**config.mk**
```make
export PLATFORM = sky130hd
export DESIGN_NAME = dbgtrg_top
export DESIGN_NICKNAME = d
export VERILOG_FILES = /design/src/design/dbgtrg_pkg.sv /design/src/design/dbgtrg_qual.sv /design/src/design/dbgtrg_regs.sv /design/src/design/dbgtrg_top.sv
export SDC_FILE = /design/constraint.sdc
export NUM_CORES = 1
export LEC_CHECK = 0
export ABC_AREA = 1
export BUFFER_PORTS_ARGS = -buffer_cell sky130_fd_sc_hd__buf_4
export CAP_MARGIN = 5
export CORE_MARGIN = 3
export CORE_UTILIZATION = 54
export CTS_CLUSTER_SIZE = 8
export DETAILED_ROUTE_END_ITERATION = 12
export PLACE_DENSITY = 0.91
export SLEW_MARGIN = 20
export SYNTH_ARGS = -nofsm -noshare
export SYNTH_HDL_FRONTEND = slang
export SYNTH_SLANG_ARGS = --single-unit
```
**constraint.sdc**
```tcl
create_clock -name clock -period 3.1 [get_ports clock]
set_input_delay 0 -clock clock [delete_from_list [all_inputs] [get_ports clock]]
set_output_delay 0 -clock clock [all_outputs]
set_load 0.02 [all_outputs]
```
**src/design/dbgtrg_pkg.sv**
```systemverilog
// Constants, layouts and types shared by the debug trigger design.
package dbgtrg_pkg;

    // ------------------------------------------------------------
    // Register map
    // ------------------------------------------------------------
    localparam int          REG_AW         = 4;
    localparam int          REG_DW         = 8;
    localparam logic [3:0]  OFS_TRIG_CTRL  = 4'h0;
    localparam logic [3:0]  OFS_TRIG_STAT  = 4'h1;
    localparam logic [7:0]  TRIG_CTRL_RST  = 8'h00;
    localparam logic [7:0]  READ_ZERO      = 8'h00;

    // ------------------------------------------------------------
    // Field positions of the trigger control register
    // ------------------------------------------------------------
    localparam int          BIT_TYPE_SEL   = 7;
    localparam int          BIT_BEGIN_SEL  = 6;
    localparam int          BIT_RSV_HI     = 5;
    localparam int          BIT_RSV_LO     = 4;
    localparam int          MODE_HI        = 3;
    localparam int          MODE_LO        = 0;
    localparam logic [7:0]  WRITE_MASK     = 8'hcf;

    // ------------------------------------------------------------
    // Trigger mode codes
    // ------------------------------------------------------------
    localparam logic [3:0]  MODE_A_ONLY    = 4'h0;
    localparam logic [3:0]  MODE_A_OR_B    = 4'h1;
    localparam logic [3:0]  MODE_A_THEN_B  = 4'h2;
    localparam logic [3:0]  MODE_EV_B      = 4'h3;
    localparam logic [3:0]  MODE_A_EV_B    = 4'h4;
    localparam logic [3:0]  MODE_A_AND_BD  = 4'h5;
    localparam logic [3:0]  MODE_A_NAND_BD = 4'h6;
    localparam logic [3:0]  MODE_INSIDE    = 4'h7;
    localparam logic [3:0]  MODE_OUTSIDE   = 4'h8;

    // ------------------------------------------------------------
    // Status register field positions
    // ------------------------------------------------------------
    localparam int          ST_TRIG_SEEN   = 0;
    localparam int          ST_CAPTURE     = 1;
    localparam int          ST_BEGIN       = 2;
    localparam int          ST_RUNNING     = 3;
    localparam int          ST_WAIT_B      = 4;
    localparam int          ST_EVENTS      = 5;
    localparam int          ST_DONE        = 6;

    // ------------------------------------------------------------
    // Types
    // ------------------------------------------------------------
    typedef struct packed {
        logic       trigger_type_select;
        logic       begin_select;
        logic [1:0] rsv;
        logic [3:0] trigger_mode_field;
    } dbgtrg_ctrl_s;

    typedef struct packed {
        logic a_addr_hit;
        logic b_addr_hit;
        logic b_data_hit;
        logic addr_below_a;
        logic addr_above_b;
    } dbgtrg_cmp_s;

    typedef enum logic [2:0] {
        S_IDLE,
        S_SEEK_A,
        S_SEEK_B,
        S_EVENTS,
        S_DONE
    } dbgtrg_state_e;

endpackage

```
**src/design/dbgtrg_qual.sv**
```systemverilog
// One comparator channel qualifier: force or opcode-executed tag path.
`timescale 1ns/1ns
module dbgtrg_qual #(
    parameter int W = 1
) (
    input  wire logic         clock,
    input  wire logic         rst,
    input  wire logic         tag_mode,
    input  wire logic [W-1:0] raw_hit,
    input  wire logic [W-1:0] exec_hit,
    output logic      [W-1:0] hit
);
    import dbgtrg_pkg::*;

    // ------------------------------------------------------------
    // Qualified hit
    // ------------------------------------------------------------
    // force or tag
    always_ff @(posedge clock or posedge rst) begin
        if (rst) begin
            hit <= '0;
        end else if (tag_mode) begin
            hit <= exec_hit;
        end else begin
            hit <= raw_hit;
        end
    end
endmodule

```
**src/design/dbgtrg_regs.sv**
```systemverilog
// Trigger control register with write lock while armed.
`timescale 1ns/1ns
module dbgtrg_regs (
    input  wire logic                    clock,
    input  wire logic                    rst,
    input  wire logic                    wr_sel,
    input  wire logic                    armed,
    input  wire logic [7:0]              wdata,
    output dbgtrg_pkg::dbgtrg_ctrl_s     ctrl
);
    import dbgtrg_pkg::*;

    logic [7:0] next_ctrl;

    // ------------------------------------------------------------
    // Write data with hard-wired zero bits
    // ------------------------------------------------------------
    // reserved bits zero
    always_comb begin
        next_ctrl = wdata & WRITE_MASK;
    end

    // ------------------------------------------------------------
    // Storage
    // ------------------------------------------------------------
    // write only disarmed
    always_ff @(posedge clock or posedge rst) begin
        if (rst) begin
            ctrl <= TRIG_CTRL_RST;
        end else if (wr_sel && !armed) begin
            ctrl <= next_ctrl;
        end
    end
endmodule

```
**src/design/dbgtrg_top.sv**
```systemverilog
// Debug trigger control register and trigger formation logic.
// What this block does
// - Control register reads anytime; writes accepted only while disarmed.
// - Bits 4 and 5 read zero and ignore writes.
// - Type bit 7 clear triggers on access; set needs executed opcode.
// - Begin bit clear: capture until trigger; set: trigger starts capture.
// - Event-only modes ignore begin bit and act as begin traces.
// - Mode 0000 A only, 0001 A or B, 0010 A then B.
// - Mode 0011 stores on each B; 0100 waits A, then stores per B.
// - Mode 0101 A address and B data; 0110 A address, not B data.
// - Mode 0111 inside A..B inclusive; 1000 below A or above B.
// - Modes 1001 through 1111 never trigger.
`timescale 1ns/1ns
module dbgtrg_top (
    input  wire logic                           clock,
    input  wire logic                           rst,
    input  wire logic [dbgtrg_pkg::REG_AW-1:0]  reg_addr,
    input  wire logic [dbgtrg_pkg::REG_DW-1:0]  reg_wdata,
    input  wire logic                           reg_wr,
    input  wire logic                           reg_rd,
    output logic      [dbgtrg_pkg::REG_DW-1:0]  reg_rdata,
    input  wire logic                           arm,
    input  wire dbgtrg_pkg::dbgtrg_cmp_s        cmp,
    input  wire logic                           exec_a,
    input  wire logic                           exec_b,
    output logic                                tag_req_a,
    output logic                                tag_req_b,
    output logic                                trig_pulse,
    output logic                                store_pulse,
    output logic                                capture_on,
    output logic                                begin_trace,
    output logic                                run_done
);
    import dbgtrg_pkg::*;

    dbgtrg_ctrl_s  ctrl;
    dbgtrg_state_e state;
    dbgtrg_state_e next_state;
    logic          arm_q;
    logic          run_start;
    logic          running;
    logic          tag_mode;
    logic [3:0]    mode;
    logic          mode_valid;
    logic          event_only;
    logic          begin_eff;
    logic          in_range;
    logic          out_range;
    logic          raw_a;
    logic          raw_b;
    logic          hit_a;
    logic          hit_b;
    logic          fire;
    logic          store;
    logic          trig_seen;
    logic [7:0]    status;
    logic [7:0]    next_rdata;
    logic          wr_ctrl;

    // ------------------------------------------------------------
    // Register decode
    // ------------------------------------------------------------
    assign wr_ctrl = reg_wr && (reg_addr == OFS_TRIG_CTRL);
    dbgtrg_regs u_regs (
        .clock (clock),
        .rst   (rst),
        .wr_sel(wr_ctrl),
        .armed (arm),
        .wdata (reg_wdata),
        .ctrl  (ctrl)
    );

    // ------------------------------------------------------------
    // Configuration view
    // ------------------------------------------------------------
    assign tag_mode = ctrl.trigger_type_select;
    assign mode     = ctrl.trigger_mode_field;

    assign mode_valid = (mode <= MODE_OUTSIDE);
    assign event_only = (mode == MODE_EV_B) || (mode == MODE_A_EV_B);
    assign begin_eff  = event_only || ctrl.begin_select;

    // ------------------------------------------------------------
    // Run control
    // ------------------------------------------------------------
    always_ff @(posedge clock or posedge rst) begin
        if (rst) begin
            arm_q <= 1'b0;
        end else begin
            arm_q <= arm;
        end
    end
    assign run_start = arm && !arm_q;
    assign running   = arm && arm_q;

    // ------------------------------------------------------------
    // Range comparisons
    // ------------------------------------------------------------
    // inclusive range
    assign in_range  = !cmp.addr_below_a && !cmp.addr_above_b;
    assign out_range = cmp.addr_below_a || cmp.addr_above_b;

    // ------------------------------------------------------------
    // Channel conditions per mode
    // ------------------------------------------------------------
    always_comb begin
        raw_a = 1'b0;
        raw_b = 1'b0;
        case (mode)
            MODE_A_ONLY: begin
                raw_a = cmp.a_addr_hit;
            end
            MODE_A_OR_B: begin
                raw_a = cmp.a_addr_hit;
                raw_b = cmp.b_addr_hit;
            end
            MODE_A_THEN_B: begin
                raw_a = cmp.a_addr_hit;
                raw_b = cmp.b_addr_hit;
            end
            MODE_EV_B: begin
                raw_b = cmp.b_addr_hit;
            end
            MODE_A_EV_B: begin
                raw_a = cmp.a_addr_hit;
                raw_b = cmp.b_addr_hit;
            end
            MODE_A_AND_BD: begin
                raw_a = cmp.a_addr_hit && cmp.b_data_hit;
            end
            MODE_A_NAND_BD: begin
                raw_a = cmp.a_addr_hit && !cmp.b_data_hit;
            end
            MODE_INSIDE: begin
                raw_a = in_range;
            end
            MODE_OUTSIDE: begin
                raw_a = out_range;
            end
            default: begin
                raw_a = 1'b0;
                raw_b = 1'b0;
            end
        endcase
    end

    // ------------------------------------------------------------
    // Opcode tracking requests
    // ------------------------------------------------------------
    // tag requests out
    always_ff @(posedge clock or posedge rst) begin
        if (rst) begin
            tag_req_a <= 1'b0;
            tag_req_b <= 1'b0;
        end else begin
            tag_req_a <= tag_mode && running && raw_a;
            tag_req_b <= tag_mode && running && raw_b;
        end
    end

    // ------------------------------------------------------------
    // Qualified channels
    // ------------------------------------------------------------
    dbgtrg_qual #(
        .W(1)
    ) u_qual_a (
        .clock   (clock),
        .rst     (rst),
        .tag_mode(tag_mode),
        .raw_hit (running && raw_a),
        .exec_hit(running && exec_a),
        .hit     (hit_a)
    );
    dbgtrg_qual #(
        .W(1)
    ) u_qual_b (
        .clock   (clock),
        .rst     (rst),
        .tag_mode(tag_mode),
        .raw_hit (running && raw_b),
        .exec_hit(running && exec_b),
        .hit     (hit_b)
    );

    // ------------------------------------------------------------
    // Trigger sequencer
    // ------------------------------------------------------------
    always_comb begin
        next_state = state;
        fire       = 1'b0;
        store      = 1'b0;
        case (state)
            S_IDLE: begin
                next_state = S_IDLE;
            end
            S_SEEK_A: begin
                case (mode)
                    MODE_A_OR_B: begin
                        fire = hit_a || hit_b;
                    end
                    MODE_A_THEN_B: begin
                        if (hit_a) begin
                            next_state = S_SEEK_B;
                        end
                    end
                    MODE_A_EV_B: begin
                        if (hit_a) begin
                            next_state = S_EVENTS;
                        end
                    end
                    default: begin
                        fire = hit_a && mode_valid;
                    end
                endcase
                if (fire) begin
                    next_state = S_DONE;
                end
            end
            S_SEEK_B: begin
                fire = hit_b;
                if (fire) begin
                    next_state = S_DONE;
                end
            end
            S_EVENTS: begin
                store = hit_b;
            end
            S_DONE: begin
                next_state = S_DONE;
            end
            default: begin
                next_state = S_IDLE;
            end
        endcase
        if (run_start) begin
            fire  = 1'b0;
            store = 1'b0;
            if (!mode_valid) begin
                next_state = S_DONE;
            end else if (mode == MODE_EV_B) begin
                next_state = S_EVENTS;
            end else begin
                next_state = S_SEEK_A;
            end
        end
        if (!arm) begin
            fire       = 1'b0;
            store      = 1'b0;
            next_state = S_IDLE;
        end
    end

    always_ff @(posedge clock or posedge rst) begin
        if (rst) begin
            state <= S_IDLE;
        end else begin
            state <= next_state;
        end
    end

    // ------------------------------------------------------------
    // Event outputs
    // ------------------------------------------------------------
    always_ff @(posedge clock or posedge rst) begin
        if (rst) begin
            trig_pulse  <= 1'b0;
            store_pulse <= 1'b0;
        end else begin
            trig_pulse  <= fire;
            store_pulse <= store;
        end
    end

    always_ff @(posedge clock or posedge rst) begin
        if (rst) begin
            trig_seen <= 1'b0;
        end else if (run_start) begin
            trig_seen <= 1'b0;
        end else if (fire) begin
            trig_seen <= 1'b1;
        end
    end
    always_ff @(posedge clock or posedge rst) begin
        if (rst) begin
            run_done <= 1'b0;
        end else begin
            run_done <= (next_state == S_DONE);
        end
    end

    // ------------------------------------------------------------
    // Capture window
    // ------------------------------------------------------------
    // begin or end trace
    always_ff @(posedge clock or posedge rst) begin
        if (rst) begin
            capture_on <= 1'b0;
        end else if (!arm) begin
            capture_on <= 1'b0;
        end else if (run_start) begin
            capture_on <= !begin_eff && mode_valid;
        end else if (fire) begin
            capture_on <= begin_eff;
        end
    end
    always_ff @(posedge clock or posedge rst) begin
        if (rst) begin
            begin_trace <= 1'b0;
        end else begin
            begin_trace <= begin_eff;
        end
    end

    // ------------------------------------------------------------
    // Status and read port
    // ------------------------------------------------------------
    always_comb begin
        status               = READ_ZERO;
        status[ST_TRIG_SEEN] = trig_seen;
        status[ST_CAPTURE]   = capture_on;
        status[ST_BEGIN]     = begin_trace;
        status[ST_RUNNING]   = arm;
        status[ST_WAIT_B]    = (state == S_SEEK_B);
        status[ST_EVENTS]    = (state == S_EVENTS);
        status[ST_DONE]      = (state == S_DONE);
    end

    always_comb begin
        next_rdata = READ_ZERO;
        if (reg_rd) begin
            case (reg_addr)
                OFS_TRIG_CTRL: begin
                    next_rdata = ctrl;
                end
                OFS_TRIG_STAT: begin
                    next_rdata = status;
                end
                default: begin
                    next_rdata = READ_ZERO;
                end
            endcase
        end
    end

    always_ff @(posedge clock or posedge rst) begin
        if (rst) begin
            reg_rdata <= READ_ZERO;
        end else begin
            reg_rdata <= next_rdata;
        end
    end
endmodule
```
==> results.ini, run 1 <==
[critical_path]
critical_path_depth = 9
rrSetupSlack_ns = 1.69
cp_data_required_time_ns = 3.37
cp_slowest_cell = dfrtp_1
critPathMaxFanout = 4
crit_path_start_kind = flip-flop
max_stage_delay_ns = 0.48
worst-setup-path-type = reg2reg
crit_family = simple AND/OR/NAND/NOR gates
cp.arrival_ns = 1.68
worstReg2RegEnd = trig_seen$_DFFE_PP0P_
ff2ff_path_depth = 9
endpoint_kind = flip-flop
critPathBufInv = 1
r2r-start = u_regs.ctrl[3]$_DFFE_PP0P_
critical_path.cell_chain = nor2_2 -> nand3_1 -> nor2_2 -> inv_1 -> o21ai_2 -> nand2_2 -> nand2_1 -> nand2_1 -> o21ai_2

[synthesis]
synth_top_area_share_pct = 53.6
synth.distinct_cells = 27
synth_area_per_cell_um2 = 8.65
synth_top_area_cell = dfrtp_1
ys_seq_area_share_pct = 53.6
syn-instance-count = 151
synth_nets = 175
ys_seq_elements = 28
yosysWarningCount = 0
synth.area.top_cells = dfrtp_1 (54%), nand2_1 (8.3%), inv_1 (5.5%)
synth_area_um2 = 1310

[hold_path]
min_to = reg_rdata[7]$_DFF_PP0_
hold_path.class = in2reg
holdPathStages = 3
min_from = reg_rd

[timing]
slew_headroom_pct = 62.2
tns_ns = 0
tightest_slew_ns = 0.566
clock.fmax_mhz = 711
final_min_period_over_clock_period_pct = 45.4
rsz0062_at_grt = false
setup_violations = 0
worst_slack_ns = 1.69
finalHoldViolations = 0
drv_slew = 0
fin_crit_ns = 1.41
finClkSkew_ns = 0.00423

[drt]
routed_wirelength_mm = 2.96
routedWlPerCell_um = 12.9
drc = 0
first_pass_iters = 4
vias = 1205
routed_via_density = 5.24
drtIter0Drc = 45
antenna_left = 0

[layout]
drive_gt1_share_pct = 27.7
multi_input_area_um2 = 522
nFillCells = 153
area_growth_pct = 35.0
design_area_um2 = 1760
seqCellArea_um2 = 701
final_cell_mix = buf_4 (36), nand2_1 (29), dfrtp_1 (28)
nets = 227
final_common_cell = buf_4
n_antenna_cell = 0

[floorplan]
die_area_um2 = 3050
die_y_um = 55.2
core_um2 = 2250
fp.dieW_um = 55.2
start_util_pct = 57.9
rows = 17
boundaryPins = 39

[job]
max_cap_violations = 0

[clock_network]
clock_latency_ns = 0.33
cts-resized-gates = 0
htreeDepth = 1
clockBufferDepth = 2
clock_sinks = 28
cts_setup_buffers = 0
cts_tree = done
cts.clk_slew.worst_paths_ns = 0.15
ctsHoldBuffers = 12
root_buffer = clkbuf_4
cts_inserted_buffers = 3

[run_status]
status = finished, final reports clean

[placed_design]
io_buffer_count = 36
post-dp-hpwl_mm = 2.26
gp_congestion = 0.894
place_area_um2 = 1610
place_ws_ns = 1.74

[pwr]
p_leak_nw = 0.909
power_density_nw_per_um2 = 429
peakVddDrop_mv = 0.338

[global_routing]
grt_pass1_vias = 1161
grt_pass1_wl_mm = 4.96
grt.total_usage_pct = 22.7
grt_max_degree = 29
antenna_found_initial = 0
globalRoute.totalOverflow = 0

-- cell families after synthesis --
kind of cell           after synthesis  share of synthesized area, %
AND/OR/NAND/NOR                     78                          28.7
flip-flops                          28                          53.6
buffers and inverters               22                          6.42
AO/OA/AOI/OAI                       23                          11.2
-- power by group --
group	switching (mW)	leakage [nW]	internal, mW
Clock	0.107	0.0210	0.0719
Sequential	0.0253	0.357	0.391
Combinational	0.0940	0.531	0.0664
-- cells in the mapped netlist --
library cell  number
nand2_1           29
dfrtp_1           28
inv_1             19
nor2_1            18
nand3_1           13
a21oi_1            7
o22ai_1            5
nand4_1            3
nor3_1             3
o21ai_0            3
inv_2              2
nand2_2            2
nor2_2             2
nor2_4             2
o21ai_1            2
o21ai_2            2
a211oi_1           1
a21oi_4            1
a31oi_1            1
buf_2              1
nand3_2            1
nand3b_1           1
nor3_2             1
nor4_2             1
o211ai_1           1
or2_1              1
or2_2              1
-- how the worst max path moves through the flow --
| stage | slack [ns] | start | to |
|---|---|---|---|
| after floorplan | 1.89 | u_regs.ctrl[0]$_DFFE_PP0P_ | state[0]$_DFF_PP0_ |
| after global placement | 1.81 | u_regs.ctrl[0]$_DFFE_PP0P_ | state[0]$_DFF_PP0_ |
| after detailed placement | 1.74 | u_regs.ctrl[3]$_DFFE_PP0P_ | trig_seen$_DFFE_PP0P_ |
| after CTS | 1.71 | u_regs.ctrl[3]$_DFFE_PP0P_ | trig_seen$_DFFE_PP0P_ |
| after global routing | 1.58 | u_regs.ctrl[3]$_DFFE_PP0P_ | run_done$_DFF_PP0_ |
| final | 1.69 | u_regs.ctrl[3]$_DFFE_PP0P_ | trig_seen$_DFFE_PP0P_ |
-- cell type report --
| class | count | share of cell area [%] |
|---|---|---|
| Inverter | 21 | 4.47 |
| Clock buffer | 4 | 2.06 |
| Multi-Input combinational cell | 101 | 29.6 |
| Tap cell | 28 | 1.99 |
| Timing Repair Buffer | 48 | 22.1 |
| Sequential cell | 28 | 39.7 |
-- sequential cells by signal (all words and copies together), names as in the netlist --
name	count
store_pulse	1
trig_seen	1
u_qual_a.hit	1
trig_pulse	1
run_done	1
u_regs.ctrl	6
arm_q	1
tag_req_a	1
tag_req_b	1
begin_trace	1
reg_rdata	8
u_qual_b.hit	1
capture_on	1
state	3
-- per-stage QoR --
step	std cells	power [mW]	utilization [%]	hold WS, ns
2_1_floorplan	151	0.511	-	0.0314
3_3_place_gp	214	0.563	71.3	0.128
3_5_place_dp	214	0.570	71.3	0.137
4_1_cts	230	0.757	78.2	0.0377
5_1_grt	230	0.795	78.2	0.0675
6_report	230	0.756	78.2	0.0553
-- per-layer routing --
layer  global-route usage [%]  share of wire [%]
met1                     28.2                 40
met2                     38.6                 50
met3                     4.02                7.5
met4                     9.31                2.1
met5                        0                  0
-- worst reg2reg max path, stage by stage (launching register included) --
cell	delay (ns)
dfrtp_1	0.48
nor2_2	0.19
nand3_1	0.13
nor2_2	0.12
inv_1	0.07
o21ai_2	0.06
nand2_2	0.09
nand2_1	0.08
nand2_1	0.08
o21ai_2	0.06
Note: power is estimated with default switching activity, not from simulation.
==> inputs of run 2 (changes only) <==
- ABC_AREA: 1 -> 0
- CORE_UTILIZATION: 54 -> 45
- PLACE_DENSITY: 0.91 -> 0.82
- clock period: 3.1 -> 1.1 ns (I/O delays scaled with it)
==> run 2 against run 1 <==
Compared with the run above: the run now ends with negative setup slack left; routed wire length increased by 33%; synthesized cell count is 15% lower; power grew to 3.9 times the previous value; clock skew rose by 0.0018 ns; clock power rose to 3.9 times the previous value; non-clock buffer count increased by 38; utilization rose by 1.9 points; setup slack got worse by 2.3 ns; hold slack worse by 0.010 ns; combinational power rose to 6.4 times the previous value; die area grew 19%; fmax decreased by 16%; largest cell class is now non-clock buffers.
==> results.ini, run 2 <==
[timing]
hold_slack_ns = 0.0453  ; was 0.0553 ns
worst_slack_ns = -0.571  ; was 1.69 ns
tightest_slew_ns = 0.458  ; was 0.566 ns
fin_crit_ns = 1.67  ; was 1.41 ns
finClkSkew_ns = 0.00602  ; was 0.00423 ns
slew_headroom_pct = 68.7  ; was 62.2%
clock.fmax_mhz = 598  ; was 711 MHz
setup_violations = 12  ; was 0
tns_ns = -5.62  ; was 0 ns
drv_slew = 0  ; unchanged
final_min_period_over_clock_period_pct = 152  ; was 45.4%
rsz0062_at_grt = true  ; was false
finalHoldViolations = 0  ; unchanged

[hold_path]
holdPathStages = 3  ; unchanged
hold_path.class = in2reg  ; unchanged
min_from = cmp[4]  ; was reg_rd
min_to = tag_req_a$_DFF_PP0_  ; was reg_rdata[7]$_DFF_PP0_

[synthesis]
synth.most_common_cell = dfrtp_1  ; was nand2_1
synth.distinct_cells = 38  ; was 27
synth_ff_type = dfrtp_1  ; unchanged
ys_seq_elements = 28  ; unchanged
synth_area_um2 = 1330  ; was 1310 um^2
synth_top_area_share_pct = 52.9  ; was 53.6%
ys_seq_area_share_pct = 52.9  ; was 53.6%
yosysWarningCount = 0  ; unchanged
synth_area_per_cell_um2 = 10.3  ; was 8.65 um^2
synth.area.top_cells = dfrtp_1 (53%), mux2_2 (5.1%), nor2_1 (4.0%)  ; was dfrtp_1 (54%), nand2_1 (8.3%), inv_1 (5.5%)
synth-edff-count = 0  ; unchanged
syn-instance-count = 129  ; was 151
yosys-top-cells-count = dfrtp_1 (28), nor2_1 (14), a21oi_1 (9), inv_1 (8), nand3_1 (7)  ; was nand2_1 (29), dfrtp_1 (28), inv_1 (19), nor2_1 (18), nand3_1 (13)
synth_nets = 153  ; was 175
synthArstFlopShare_pct = 100  ; unchanged
synth_top_area_cell = dfrtp_1  ; unchanged

[layout]
nFillCells = 153  ; unchanged
n_antenna_cell = 0  ; unchanged
final_common_cell = buf_4  ; unchanged
largest_reg_flops = 8  ; unchanged
drive_gt1_share_pct = 50.5  ; was 27.7%
area_growth_pct = 68.2  ; was 35.0%
top_register = reg_rdata  ; unchanged
final_cell_mix = buf_4 (62), dfrtp_1 (25), dlygate4sd3_1 (14)  ; was buf_4 (36), nand2_1 (29), dfrtp_1 (28)
nets = 237  ; was 227
final_util_pct = 80.1  ; was 78.2%
reg_top3 = reg_rdata x8, u_regs.ctrl x6, state x3  ; unchanged

[pwr]
power_density_nw_per_um2 = 1320  ; was 429 nW/um^2
p_leak_nw = 1.04  ; was 0.909 nW
pwr-share-clk_pct = 23.6  ; was 23.7%
seq_power_share_pct = 41.6  ; was 55.0%
p_comb_share_pct = 34.8  ; was 21.2%
peakVddDrop_mv = 1.10  ; was 0.338 mV
switching_share_pct = 29.9  ; was 30.0%
p_sw_mw = 0.878  ; was 0.227 mW
finalPower_mw = 2.93  ; was 0.756 mW
p_int_mw = 2.05  ; was 0.529 mW

[critical_path]
cp_data_required_time_ns = 1.36  ; was 3.37 ns
cp.arrival_ns = 1.93  ; was 1.68 ns
endpoint_kind = flip-flop  ; unchanged
crit_path_start_kind = flip-flop  ; unchanged
rrSetupSlack_ns = -0.57  ; was 1.69 ns
ff2ff_path_depth = 7  ; was 9
worstReg2RegEnd = capture_on$_DFFE_PP0P_  ; was trig_seen$_DFFE_PP0P_
critPathMaxFanout = 5  ; was 4
r2r-start = u_regs.ctrl[1]$_DFFE_PP0P_  ; was u_regs.ctrl[3]$_DFFE_PP0P_
worst-setup-path-type = reg2reg  ; unchanged

[floorplan]
core_um2 = 2780  ; was 2250 um^2
die_area_um2 = 3630  ; was 3050 um^2
start_util_pct = 47.6  ; was 57.9%
fp.dieW_um = 60.3  ; was 55.2 um
boundaryPins = 39  ; unchanged
die_y_um = 60.3  ; was 55.2 um
rows = 19  ; was 17

[global_routing]
antenna_found_initial = 0  ; unchanged
grt_pass1_wl_mm = 6.17  ; was 4.96 mm
grt.total_usage_pct = 23.1  ; was 22.7%
grt_pass1_vias = 1405  ; was 1161
grt_max_degree = 29  ; unchanged
globalRoute.totalOverflow = 0  ; unchanged

[drt]
drtIter0Drc = 38  ; was 45
drc = 0  ; unchanged
antenna_left = 0  ; unchanged
routed_via_density = 5.52  ; was 5.24
routedWlPerCell_um = 16.2  ; was 12.9 um
routed_wirelength_mm = 3.95  ; was 2.96 mm
first_pass_iters = 4  ; unchanged
vias = 1342  ; was 1205

[clock_network]
cts_tree = done  ; unchanged
clock_sinks = 28  ; unchanged
cts_inserted_buffers = 3  ; unchanged
htreeDepth = 1  ; unchanged
clock_latency_ns = 0.34  ; was 0.33 ns
clockBufferDepth = 2  ; unchanged
cts.clk_slew.worst_paths_ns = 0.16  ; was 0.15 ns
root_buffer = clkbuf_4  ; unchanged

[job]
max_cap_violations = 0  ; unchanged

[run_status]
violations = negative setup slack
status = complete, but fails checks  ; was finished, final reports clean

[placed_design]
gp_congestion = 0.915  ; was 0.894
io_buffer_count = 36  ; unchanged
post-dp-hpwl_mm = 2.59  ; was 2.26 mm

run 2: cell types whose count changed after synthesis, sizes merged, moves of 3 or more:
| cell | previous run | this run |
|---|---|---|
| inv | 21 | 8 |
| nand2b | 0 | 3 |
| o21ai | 7 | 3 |
| nor4b | 0 | 3 |
| o22ai | 5 | 0 |
| nor2 | 22 | 15 |
| mux2 | 0 | 6 |
| nand3 | 14 | 7 |
| clkbuf | 0 | 4 |
| nand2 | 31 | 6 |
| mux2i | 0 | 4 |
run 2: per-layer routing:
metal,share of wire (%),GRT usage (%)
met3,6.0,3.67
met2,55,44.9
met4,1.3,4.11
met1,38,26.2
met5,0,0
run 2: metrics by stage:
stage,worst slack [ns],cells,area (um^2)
2_1_floorplan,-0.496,129,1350
6_report,-0.571,243,2230
4_1_cts,-0.548,239,2090
3_3_place_gp,-0.509,221,1860
3_5_place_dp,-0.631,221,1860
5_1_grt,-0.691,243,2230
run 2: layout make-up:
type,count,area (um^2),area share [%]
flip-flops and latches,28,704,31.6
repair buffers,86,718,32.2
inverters,8,30.0,1.35
well taps,31,38.8,1.74
clock inverters,1,30.0,1.35
clock buffers,3,22.5,1.01
multi-input cells,86,684,30.7
run 2: power groups by stage:
stage	registers [mW]	clock network (mW)	logic, mW
final	1.22	0.693	1.02
after global routing	1.23	0.745	1.09
after CTS	1.21	0.690	0.857
after detailed placement	1.23	0	0.781
after global placement	1.22	0	0.765
after floorplan	1.22	0	0.396
run 2: worst max-delay path by stage:
stage	depth (start not counted)	end	slack (ns)	start
6_report	7	capture_on$_DFFE_PP0P_	-0.57	u_regs.ctrl[1]$_DFFE_PP0P_
5_1_grt	7	capture_on$_DFFE_PP0P_	-0.69	u_regs.ctrl[1]$_DFFE_PP0P_
4_1_cts	4	capture_on$_DFFE_PP0P_	-0.55	u_regs.ctrl[1]$_DFFE_PP0P_
3_5_place_dp	5	run_done$_DFF_PP0_	-0.63	u_regs.ctrl[1]$_DFFE_PP0P_
3_3_place_gp	5	run_done$_DFF_PP0_	-0.51	u_regs.ctrl[2]$_DFFE_PP0P_
2_1_floorplan	6	run_done$_DFF_PP0_	-0.50	u_regs.ctrl[3]$_DFFE_PP0P_
run 2: critical path: stages, from the launching register on:
cell	delay, ns
dfrtp_2	0.48
buf_4	0.16
and2_4	0.16
o211ai_1	0.21
buf_4	0.18
a31o_1	0.15
a21oi_1	0.06
o31ai_1	0.20
run 2: what timing repair did:
| action | in CTS | in global routing |
|---|---|---|
| setup endpoints to repair | 13 | 15 |
| pin swaps | 13 | 18 |
| setup buffers | 1 | 4 |
| endpoints found under the hold margin | 45 | 0 |
| resized for setup | 9 | 24 |
| gates cloned | 0 | 0 |
| hold buffers | 14 | 0 |
run 2: cells by family (layout without fill, tap and decap cells):
group,Yosys count,count (layout),share of synthesized area [%]
compound gates,25,25,12.9
xor+xnor,1,1,0.661
buf+inv,15,98,5.00
mux,10,10,8.12
simple gates,50,50,20.4
flops,28,28,52.9
==> inputs of run 3 (changes only) <==
- CORE_UTILIZATION: 45 -> 40
- PLACE_DENSITY: 0.82 -> 0.75
==> run 3 against run 2 <==
Compared with the run above: cell count increased by 6.2%; largest cell class unchanged; the flow still finishes with violations (negative setup slack); critical endpoint unchanged; flip-flop and latch count unchanged; power increased by 0.77%; setup slack got worse by 0.014 ns.
==> results.ini, run 3 (synthesis gave the netlist of run 2 again) <==
[critical_path]
cp_slowest_cell = dfrtp_2  ; unchanged
crit_path_start_kind = flip-flop  ; unchanged
critical_path_depth = 5  ; was 7
ff2ff_path_depth = 5  ; was 7
crit_family = simple AND/OR/NAND/NOR gates  ; was compound AO/OA/AOI/OAI gates
max_stage_delay_ns = 0.47  ; was 0.48 ns
worst-setup-path-type = reg2reg  ; unchanged
cp.arrival_ns = 1.93  ; about the same
critical_path.cell_chain = or3_4 -> or2_4 -> a31o_1 -> a21oi_1 -> o31ai_1  ; was buf_4 -> and2_4 -> o211ai_1 -> buf_4 -> a31o_1 -> a21oi_1 -> o31ai_1
critPathBufInv = 0  ; was 2
rrSetupSlack_ns = -0.58  ; was -0.57 ns
worstReg2RegEnd = capture_on$_DFFE_PP0P_  ; unchanged
critPathMaxFanout = 4  ; was 5
cp_data_required_time_ns = 1.35  ; was 1.36 ns
r2r-start = u_regs.ctrl[2]$_DFFE_PP0P_  ; was u_regs.ctrl[1]$_DFFE_PP0P_
endpoint_kind = flip-flop  ; unchanged

[layout]
multi_input_area_um2 = 649  ; was 684 um^2
area_growth_pct = 68.6  ; was 68.2%
nets = 239  ; was 237
largest_reg_flops = 8  ; unchanged
n_antenna_cell = 0  ; unchanged
design_area_um2 = 2230  ; about the same
drive_gt1_share_pct = 49.1  ; was 50.5%
final_common_cell = buf_4  ; unchanged
seqCellArea_um2 = 704  ; unchanged
reg_top3 = reg_rdata x8, u_regs.ctrl x6, state x3  ; unchanged
nFillCells = 226  ; was 153
final_cell_mix = buf_4 (61), dfrtp_1 (25), dlygate4sd3_1 (15)  ; was buf_4 (62), dfrtp_1 (25), dlygate4sd3_1 (14)
top_register = reg_rdata  ; unchanged

[pwr]
peakVddDrop_mv = 1.12  ; was 1.10 mV
p_comb_share_pct = 35.4  ; was 34.8%
switching_share_pct = 30.1  ; was 29.9%
power_density_nw_per_um2 = 1320  ; about the same
pwr-share-clk_pct = 23.6  ; about the same
seq_power_share_pct = 40.9  ; was 41.6%
p_int_mw = 2.07  ; was 2.05 mW
p_sw_mw = 0.888  ; was 0.878 mW
p_leak_nw = 1.04  ; about the same

[drt]
drtIter0Drc = 79  ; was 38
routed_via_density = 5.38  ; was 5.52
vias = 1388  ; was 1342
antenna_left = 0  ; unchanged
first_pass_iters = 4  ; unchanged
routedWlPerCell_um = 16.3  ; was 16.2 um
drc = 0  ; unchanged
routed_wirelength_mm = 4.21  ; was 3.95 mm

[placed_design]
io_buffer_count = 36  ; unchanged
post-dp-hpwl_mm = 2.54  ; was 2.59 mm
gp_congestion = 0.841  ; was 0.915
place_area_um2 = 1840  ; was 1860 um^2

[clock_network]
cts_inserted_buffers = 3  ; unchanged
clock_latency_ns = 0.35  ; was 0.34 ns
htreeDepth = 1  ; unchanged
cts_tree = done  ; unchanged
cts.clk_slew.worst_paths_ns = 0.16  ; about the same
clock_sinks = 28  ; unchanged
clockBufferDepth = 2  ; unchanged
root_buffer = clkbuf_4  ; unchanged

[timing]
rsz0062_at_grt = true  ; unchanged
finClkSkew_ns = 0.00447  ; was 0.00602 ns
worst_slack_ns = -0.585  ; was -0.571 ns
clock.fmax_mhz = 593  ; was 598 MHz
tns_ns = -5.04  ; was -5.62 ns
slew_headroom_pct = 63.4  ; was 68.7%
tightest_slew_ns = 0.535  ; was 0.458 ns
final_min_period_over_clock_period_pct = 153  ; was 152%
fin_crit_ns = 1.68  ; was 1.67 ns
drv_slew = 0  ; unchanged
setup_violations = 13  ; was 12
finalHoldViolations = 0  ; unchanged

[floorplan]
start_util_pct = 42.7  ; was 47.6%
fp.dieW_um = 63.6  ; was 60.3 um
boundaryPins = 39  ; unchanged
die_y_um = 63.6  ; was 60.3 um
core_um2 = 3100  ; was 2780 um^2
die_area_um2 = 4040  ; was 3630 um^2
rows = 20  ; was 19

[run_status]
status = complete, but fails checks  ; unchanged
violations = negative setup slack  ; unchanged

[global_routing]
globalRoute.totalOverflow = 0  ; unchanged
grt_pass1_vias = 1423  ; was 1405
grt_pass1_wl_mm = 6.69  ; was 6.17 mm
antenna_found_initial = 0  ; unchanged
grt_max_degree = 29  ; unchanged
grt.total_usage_pct = 21.2  ; was 23.1%

[hold_path]
holdPathStages = 3  ; unchanged
min_to = reg_rdata[1]$_DFF_PP0_  ; was tag_req_a$_DFF_PP0_
hold_path.class = in2reg  ; unchanged
min_from = reg_addr[0]  ; was cmp[4]

[job]
max_cap_violations = 0  ; unchanged

[run 3: cell count changes in the layout (fill, tap and decap cells not counted), moves of 2 or more]
cell and delta:
o21ai_1 +2, a311oi_1 +2, a311oi_2 -2, buf_6 +2, o21ai_0 -2
[run 3: area by class of cell]
| cell class | count | share of cell area (%) |
|---|---|---|
| clock buffers | 3 | 1.01 |
| inverters | 8 | 1.34 |
| clock inverters | 1 | 1.34 |
| repair buffers | 88 | 33.3 |
| flip-flops and latches | 28 | 31.5 |
| well taps | 44 | 2.46 |
| multi-input cells | 86 | 29.1 |
[run 3: worst max-delay path by stage]
stage / startpoint / to / slack, ns
6_report: u_regs.ctrl[2]$_DFFE_PP0P_ / capture_on$_DFFE_PP0P_ / -0.58
5_1_grt: u_regs.ctrl[0]$_DFFE_PP0P_ / capture_on$_DFFE_PP0P_ / -0.64
4_1_cts: u_regs.ctrl[0]$_DFFE_PP0P_ / state[2]$_DFF_PP0_ / -0.50
3_5_place_dp: u_regs.ctrl[2]$_DFFE_PP0P_ / state[2]$_DFF_PP0_ / -0.54
3_3_place_gp: u_regs.ctrl[2]$_DFFE_PP0P_ / state[2]$_DFF_PP0_ / -0.50
2_1_floorplan: u_regs.ctrl[3]$_DFFE_PP0P_ / run_done$_DFF_PP0_ / -0.50
[run 3: worst min-delay path, stage by stage]
cell     delay (ns)
buf_4          0.15
mux2i_1        0.09
nor2_1         0.09
[run 3: per-stage QoR]
stage	total power, mW	instances	setup WS, ns	utilization, %	hold slack (ns)
after CTS	2.86	255	-0.501	70.4	0.000562
after global placement	1.94	230	-0.503	59.4	0.0827
final	2.96	258	-0.585	72.0	0.00688
after floorplan	1.62	129	-0.496	-	0.0314
after detailed placement	1.97	230	-0.541	59.4	0.0894
after global routing	3.07	258	-0.637	72.0	0.0109
[run 3: per-layer routing]
layer  track usage [%]  share of wire [%]  routed length, um
met1              21.6                 36               1530
met2              41.3                 55               2320
met3              4.63                4.8                201
met4              7.82                3.7                155
met5                 0                  0                  0
[run 3: power by group through the flow]
stage / registers [mW] / clock network, mW / logic (mW)
after floorplan: 1.22 / 0 / 0.396
after global placement: 1.21 / 0 / 0.727
after detailed placement: 1.22 / 0 / 0.754
after CTS: 1.20 / 0.691 / 0.973
after global routing: 1.22 / 0.743 / 1.11
final: 1.21 / 0.699 / 1.05
[run 3: repair_timing]
| item | CTS | global route |
|---|---|---|
| pin swaps | 18 | 5 |
| endpoints found under the setup margin | 13 | 16 |
| hold buffers | 15 | 0 |
| endpoints found under the hold margin | 46 | 0 |
| resized for setup | 24 | 8 |
| buffers inserted | 7 | 3 |
